## src/core/asrwt_pkg.sv

```systemverilog
// Package for the asynchronous static memory controller.
// Assumes a single 20 MHz system clock; times in ns turn into cycle counts here.
package asrwt_pkg;
	localparam int ASRWT_CLK_NS = 50;
	localparam int ASRWT_ADDR_W = 17;
	localparam int ASRWT_DATA_W = 8;
	localparam int ASRWT_WORDS = 131072;
	// Read timing, slow grade assumed so both grades work
	localparam int ASRWT_T_AA_NS = 55;
	localparam int ASRWT_T_DOE_NS = 25;
	localparam int ASRWT_T_HZOE_NS = 20;
	// Write timing
	localparam int ASRWT_T_AW_NS = 40;
	localparam int ASRWT_T_SD_NS = 25;
	localparam int ASRWT_T_HZWE_NS = 20;
	localparam int ASRWT_T_PWE_NS = 40;
	localparam int ASRWT_T_WC_NS = 55;
	// Least times round up, never below one cycle
	function automatic int asrwt_cyc(input int ns);
		int c;
		c = (ns + ASRWT_CLK_NS - 1) / ASRWT_CLK_NS;
		return (c < 1) ? 1 : c;
	endfunction
	localparam int ASRWT_RD_CYC = asrwt_cyc(ASRWT_T_AA_NS);
	localparam int ASRWT_HZ_CYC = asrwt_cyc(ASRWT_T_HZOE_NS);
	localparam int ASRWT_PWE_A = asrwt_cyc(ASRWT_T_SD_NS + ASRWT_T_HZWE_NS);
	localparam int ASRWT_PWE_B = asrwt_cyc(ASRWT_T_PWE_NS);
	localparam int ASRWT_PWE_C = asrwt_cyc(ASRWT_T_AW_NS);
	localparam int ASRWT_WR_CYC0 = (ASRWT_PWE_A > ASRWT_PWE_B) ? ASRWT_PWE_A : ASRWT_PWE_B;
	localparam int ASRWT_WR_CYC = (ASRWT_WR_CYC0 > ASRWT_PWE_C) ? ASRWT_WR_CYC0 : ASRWT_PWE_C;
	localparam int ASRWT_CNT_W = 4;
	localparam logic [ASRWT_CNT_W-1:0] ASRWT_RD_CNT = ASRWT_CNT_W'(ASRWT_RD_CYC);
	localparam logic [ASRWT_CNT_W-1:0] ASRWT_HZ_CNT = ASRWT_CNT_W'(ASRWT_HZ_CYC);
	localparam logic [ASRWT_CNT_W-1:0] ASRWT_WR_CNT = ASRWT_CNT_W'(ASRWT_WR_CYC);

	// Pins toward the memory
	typedef struct packed {
		logic select_low_active_n;
		logic select_high_active;
		logic write_n;
		logic out_en_n;
		logic [ASRWT_ADDR_W-1:0] addr;
		logic [ASRWT_DATA_W-1:0] dq_out;
		logic dq_oe;
	} asrwt_pins_s;

	typedef enum logic [2:0] {
		ASRWT_IDLE = 3'b000,
		ASRWT_READ = 3'b001,
		ASRWT_WSET = 3'b010,
		ASRWT_WPUL = 3'b011,
		ASRWT_WEND = 3'b100,
		ASRWT_TURN = 3'b101
	} asrwt_state_e;
endpackage : asrwt_pkg

```

## src/core/asrwt_ctrl.sv

```systemverilog
// Host controller driving an asynchronous 128K x 8 static memory.
// Assumes the memory pins are unclocked; read data passes two flops before use.
// Requests come from logic on the same clock and need no synchroniser.
// Timing counts use the slower grade, which also meets the faster one.
// Functional notes
// - A read holds the write strobe high, the memory selected and output enable low.
// - Write data is valid 25 ns before the ending edge and held until it.
// - The controller never drives the data bus while the memory may still drive it.
// - The strobe pulse lasts at least the data setup plus strobe-to-float delay.
// - Address is set 35 or 40 ns before write end and may change after it.
module asrwt_ctrl
	import asrwt_pkg::*;
(
	input wire logic clk_sys,
	input wire logic rst,
	input wire logic req_valid,
	input wire logic req_write,
	input wire logic [ASRWT_ADDR_W-1:0] req_addr,
	input wire logic [ASRWT_DATA_W-1:0] req_wdata,
	output logic req_ready,
	output logic rsp_valid,
	output logic [ASRWT_DATA_W-1:0] rsp_rdata,
	output logic mem_select_low_active_n,
	output logic mem_select_high_active,
	output logic mem_write_n,
	output logic mem_out_en_n,
	output logic [ASRWT_ADDR_W-1:0] mem_addr,
	output logic [ASRWT_DATA_W-1:0] mem_dq_out,
	output logic mem_dq_oe,
	input wire logic [ASRWT_DATA_W-1:0] mem_dq_in
);

	asrwt_state_e state_ff, nxt_state;
	logic [ASRWT_CNT_W-1:0] cnt_ff, nxt_cnt;
	asrwt_pins_s pins_ff, nxt_pins;
	logic ready_ff, nxt_ready;
	logic rvalid_ff, nxt_rvalid;
	logic [ASRWT_DATA_W-1:0] rdata_ff, nxt_rdata;
	logic [ASRWT_DATA_W-1:0] dq_meta_ff, dq_sync_ff;

	////////////////////////////////////////////////////////////////
	// Decode
	wire cnt_done = (cnt_ff == '0);
	wire take_req = ready_ff && req_valid;
	// Counter rests at zero; each wait state loads it on entry
	wire [ASRWT_CNT_W-1:0] cnt_dec = cnt_ff - 4'h1;

	// Idle pin set: deselected, strobes high, bus released
	function automatic asrwt_pins_s idle_pins(input logic [ASRWT_ADDR_W-1:0] a);
		asrwt_pins_s p;
		p.select_low_active_n = 1'b1;
		p.select_high_active = 1'b0;
		p.write_n = 1'b1;
		p.out_en_n = 1'b1;
		p.addr = a;
		p.dq_out = '0;
		p.dq_oe = 1'b0;
		return p;
	endfunction

	////////////////////////////////////////////////////////////////
	// Sequencer: one access at a time, deselect between accesses
	// Waits load the counter on entry and the default counts it down
	always_comb
	begin
		nxt_state = state_ff;
		nxt_cnt = cnt_done ? cnt_ff : cnt_dec;
		nxt_pins = pins_ff;
		nxt_ready = ready_ff;
		nxt_rvalid = 1'b0;
		nxt_rdata = rdata_ff;
		unique case (state_ff)
			ASRWT_IDLE:
			begin
				if (take_req)
				begin
					nxt_ready = 1'b0;
					nxt_pins.addr = req_addr;
					nxt_pins.select_low_active_n = 1'b0;
					nxt_pins.select_high_active = 1'b1;
					if (req_write)
					begin
						// Address and select settle one cycle before the strobe
						nxt_pins.dq_out = req_wdata;
						nxt_pins.out_en_n = 1'b1; // Keep memory outputs off
						nxt_pins.dq_oe = 1'b1;
						nxt_state = ASRWT_WSET;
					end
					else
					begin
						nxt_pins.write_n = 1'b1;
						nxt_pins.out_en_n = 1'b0;
						nxt_cnt = ASRWT_RD_CNT + 4'h1; // Plus one count for the sync flops
						nxt_state = ASRWT_READ;
					end
				end
			end
			ASRWT_READ:
			begin
				// Select, enable and address stay put for the whole wait,
				// so the memory output path never sees a change mid access
				// Sample after access time plus sync delay
				if (cnt_done)
				begin
					nxt_rdata = dq_sync_ff;
					nxt_rvalid = 1'b1;
					nxt_pins = idle_pins(pins_ff.addr); // Address held to the end
					nxt_cnt = ASRWT_HZ_CNT;
					nxt_state = ASRWT_TURN;
				end
			end
			ASRWT_WSET:
			begin
				// Output enable stays high, so the memory never turns its pins on
				nxt_pins.write_n = 1'b0; // Overlap starts the write
				nxt_cnt = ASRWT_WR_CNT - 4'h1;
				nxt_state = ASRWT_WPUL;
			end
			ASRWT_WPUL:
			begin
				// Pulse covers setup plus float time and address setup
				if (cnt_done)
				begin
					nxt_pins.write_n = 1'b1; // Strobe ends the write
					nxt_state = ASRWT_WEND;
				end
			end
			ASRWT_WEND:
			begin
				// Data and address held one cycle past the ending edge
				// Select and bus drive drop together a cycle after the strobe,
				// so the memory outputs never turn on between the two
				nxt_pins = idle_pins(pins_ff.addr);
				nxt_cnt = ASRWT_HZ_CNT;
				nxt_state = ASRWT_TURN;
			end
			ASRWT_TURN:
			begin
				// Bus turnaround also spaces cycles for cycle time
				// Memory pins float within their float delay, inside this wait
				if (cnt_done)
				begin
					nxt_ready = 1'b1;
					nxt_state = ASRWT_IDLE;
				end
			end
			default:
			begin
				// Illegal codes only after an upset; fall back to a quiet bus
				nxt_pins = idle_pins(pins_ff.addr);
				nxt_ready = 1'b1;
				nxt_state = ASRWT_IDLE;
			end
		endcase
	end

	////////////////////////////////////////////////////////////////
	// State registers
	// Reset leaves the memory deselected with the bus released
	always_ff @(posedge clk_sys)
	begin
		if (rst)
		begin
			state_ff <= ASRWT_IDLE;
			cnt_ff <= '0;
			pins_ff <= idle_pins('0);
			ready_ff <= 1'b1;
			rvalid_ff <= 1'b0;
			rdata_ff <= '0;
		end
		else
		begin
			state_ff <= nxt_state;
			cnt_ff <= nxt_cnt;
			pins_ff <= nxt_pins;
			ready_ff <= nxt_ready;
			rvalid_ff <= nxt_rvalid;
			rdata_ff <= nxt_rdata;
		end
	end

	// Read data synchroniser; first flop feeds only the second
	// The byte is multi-bit: safe only because the sequencer samples it
	// long after the access time, once every bit has settled
	always_ff @(posedge clk_sys)
	begin
		if (rst)
		begin
			dq_meta_ff <= '0;
			dq_sync_ff <= '0;
		end
		else
		begin
			dq_meta_ff <= mem_dq_in;
			dq_sync_ff <= dq_meta_ff;
		end
	end

	////////////////////////////////////////////////////////////////
	// Outputs straight from flops
	// No decode sits on a pin, so no glitch can reach the memory
	assign req_ready = ready_ff;
	assign rsp_valid = rvalid_ff;
	assign rsp_rdata = rdata_ff;
	assign mem_select_low_active_n = pins_ff.select_low_active_n;
	assign mem_select_high_active = pins_ff.select_high_active;
	assign mem_write_n = pins_ff.write_n;
	assign mem_out_en_n = pins_ff.out_en_n;
	assign mem_addr = pins_ff.addr;
	assign mem_dq_out = pins_ff.dq_out;
	assign mem_dq_oe = pins_ff.dq_oe;

endmodule // asrwt_ctrl

```

## config.mk

```make
export PLATFORM = sky130hd
export DESIGN_NAME = asrwt_ctrl
export DESIGN_NICKNAME = d
export VERILOG_FILES = /design/src/core/asrwt_pkg.sv /design/src/core/asrwt_ctrl.sv
export SDC_FILE = /design/constraint.sdc
export NUM_CORES = 1
export LEC_CHECK = 0
export ABC_AREA = 1
export BUFFER_PORTS_ARGS = -buffer_cell sky130_fd_sc_hd__buf_2
export CAP_MARGIN = 5
export CORE_MARGIN = 5
export CORE_UTILIZATION = 45
export DETAILED_ROUTE_END_ITERATION = 16
export PLACE_DENSITY = 0.74
export SETUP_SLACK_MARGIN = 0.2
export SYNTH_ARGS = -nofsm -noshare
export SYNTH_HDL_FRONTEND = slang
export SYNTH_SLANG_ARGS = --single-unit
```

## constraint.sdc

```tcl
create_clock -name clk_sys -period 1.2 [get_ports clk_sys]
set_input_delay 0.12 -clock clk_sys [delete_from_list [all_inputs] [get_ports clk_sys]]
set_output_delay 0.12 -clock clk_sys [all_outputs]
set_load 0.005 [all_outputs]
```

==> metrics.yaml <==
yosys_most_used_dff: "dfxtp_1"
gp_congestion: 0.857
ant_nets: 0
p_per_area_mw_per_mm2: 2750
grt_pass1_wl_mm: 11.1
cts_htree_levels: 3
cts_tree: "built"
die_height_um: 85.0
use_met2_pct: 33.3
track_usage_pct: 19.3
hold_violations: 0
fin_area_sq_mm: 0.00374
drcViolationCount: 0
synthArstFlopShare_pct: 0
final_common_cell: "buf_2"
cp_slowest_cell: "dfxtp_1"
path_buf_inv: 1
crit_start: "cnt_ff[1]$_SDFF_PP0_"
dr.pass1.iters: 7
tns_ns: -2.64
antenna_found_initial: 0
use_met1_pct: 21.7
grt-ovfl-total: 0
drt-initial-drc-count: 82
synth_area_sq_mm: 0.00253
fin_crit_ns: 1.32
finalSetupViolations: 39
endpoint_kind: "register"
mostFrequentLayoutCells: "buf_2 (75), dfxtp_1 (58), nor2_1 (38), nand2_1 (36), nand3_1 (24)"
rsz0062_at_grt: "yes"
worst_ep_required_time_ns: 1.41
die_w_um: 85.0
crit_path_frequent_cell: "nor2_4"
ys.warnings.count: 0
max_stage_delay_ns: 0.31
grt_max_degree: 40
hold_path_class: "in -> reg"
ir_drop_mv: 1.52
maxSlewViolCount: 0
final.setup.worst_slack_ns: -0.116
hp-start: "req_wdata[7]"
synthCells: 307
crit_type: "reg -> reg"
use_met3_pct: 6.31
numPortBuffers: 76
ys_ff_latch: 63
arrival_ns: 1.53
die-area_sq_mm: 0.00723
core_sq_mm: 0.00547
grt_busiest_layer: "met2"
via_count: 2438
cts_made_buffers: 9
maxCapViolCount: 0
worst_pin_slew_ns: 0.435
boundaryPins: 77
cts.sinks: 63
status: "finished, violations left"
leakage_nw: 1.77
preCtsSetupSlack_ns: -0.111
grt_pass1_vias: 2414
area_growth_pct: 47.5
clock_skew_ns: 0.00975
fin_hold_ws_ns: 0.0201
slew-limit-headroom_pct: 71.0
r2r-start: "cnt_ff[1]$_SDFF_PP0_"
critPathTopFamily: "simple AND/OR/NAND/NOR gates"
worstPathMaxFanout: 5
drt-wirelength-per-cell_um: 13.6
fmax_ghz: 0.760
initial_core_util_pct: 46.3
final_nets: 460
path_cells: "inv_2, ha_4, nand2_4, nor2_4, nor2_4, nor2_4, nand2_4, nand2_2, a21oi_2"
final_layout_size_suffix_gt1_share_pct: 45.3
synth_edf_count: 0
syn_area_per_cell_sq_um: 8.25
dp_hpwl_mm: 4.44
rows: 27
cts_buffer_depth: 2
wl_mm: 6.77
viasPerCell: 4.90
place_area_sq_mm: 0.00321
start_kind: "register"
synth_nets: 346
synth_cell_types: 32
cts_root_buf: "clkbuf_8"
failed_checks: "negative setup slack"
yosysSeqAreaShare_pct: 49.8
diodes: 0
period_share_pct: 110
clk-insertion-delay-late_ns: 0.34
clk_pin_slew_ns: 0.07
-- worst register-to-register path, delay by kind of cell, from the launching register on --
kind / cells / cell delay [ns]
and+or+nand+nor: 6 / 0.58
DFF: 1 / 0.31
adders and majority gates: 1 / 0.19
buffers and inverters: 1 / 0.08
AOI/OAI and AO/OA: 1 / 0.04
-- cell usage after synthesis (all sizes together) (2+ instances only) --
| master | instances | area (sq um) |
|---|---|---|
| o21ai | 16 | 80.1 |
| dfxtp | 63 | 1260 |
| a21oi | 25 | 129 |
| nand3 | 38 | 218 |
| nand2 | 56 | 272 |
| nor2 | 49 | 251 |
| ha | 2 | 25.0 |
| inv | 29 | 114 |
| nand4 | 10 | 62.6 |
| buf | 5 | 46.3 |
| clkbuf | 7 | 26.3 |
-- where the power goes --
part           switching (mW)  internal [mW]  total (mW)
clock network           0.851          0.961        1.81
logic                    3.09           2.40        5.49
registers               0.329           2.64        2.97
-- per-stage QoR --
step           utilization, %  cells  total power, mW
3_5_place_dp             58.7    461             7.49
5_1_grt                  68.3    498             11.0
4_1_cts                  66.6    494             9.99
6_report                 68.3    498             10.3
3_3_place_gp             58.7    461             7.39
2_1_floorplan               -    307             5.96
-- logic make-up (layout without fill, tap and decap cells) --
kind of cell / count (synthesis) / count (layout) / share of synthesized area (%)
AND/OR/NAND/NOR: 156 / 158 / 32.5
adder cells (fa/ha/maj): 2 / 2 / 0.987
AO/OA/AOI/OAI: 43 / 43 / 8.89
XOR/XNOR: 1 / 1 / 0.346
buffers and inverters: 42 / 159 / 7.51
flip-flops: 63 / 63 / 49.8
-- final cells by class --
| type | instances | area (sq um) |
|---|---|---|
| well taps | 72 | 90.1 |
| clock inverters | 7 | 72.6 |
| flip-flops and latches | 63 | 1270 |
| fillers | 432 | 1740 |
| multi-input cells | 204 | 1290 |
| inverters | 30 | 134 |
| repair inverters | 1 | 5.00 |
| clock buffers | 9 | 124 |
| repair buffers | 112 | 754 |
-- path summary, 6_finish.rpt --
| path | endpoint | slack, ns | cells after the start |
|---|---|---|---|
| worst min-delay path | mem_dq_out[7]$_SDFFE_PP0P_ | 0.02 | 3 |
| worst max register to register | mem_dq_oe$_SDFFE_PP0P_ | -0.12 | 9 |
| worst max-delay path | mem_dq_oe$_SDFFE_PP0P_ | -0.12 | 9 |
| worst min register to register | dq_sync_ff[5]$_SDFF_PP0_ | 0.40 | 2 |
-- metal layers --
| layer | wire [um] | up-vias |
|---|---|---|
| met4 | 108 | 0 |
| li1 | - | 1231 |
| met2 | 3450 | 72 |
| met3 | 398 | 14 |
| met5 | 0 | - |
| met1 | 2800 | 1121 |
-- repair_timing --
item	CTS	global route
hold endpoints to repair	8	0
pin swaps	20	7
hold buffers	8	0
gates resized for setup	24	22
setup buffers	7	3
endpoints found under the setup margin	48	49
gates cloned	2	1
-- sequential cells by signal, summed over array words and instances, names as in the netlist, 3 cells and up --
name / flops
rsp_rdata: 8
mem_addr: 17
state_ff: 3
cnt_ff: 4
dq_meta_ff: 8
dq_sync_ff: 8
mem_dq_out: 8
Power figures use the tool's default switching activity.
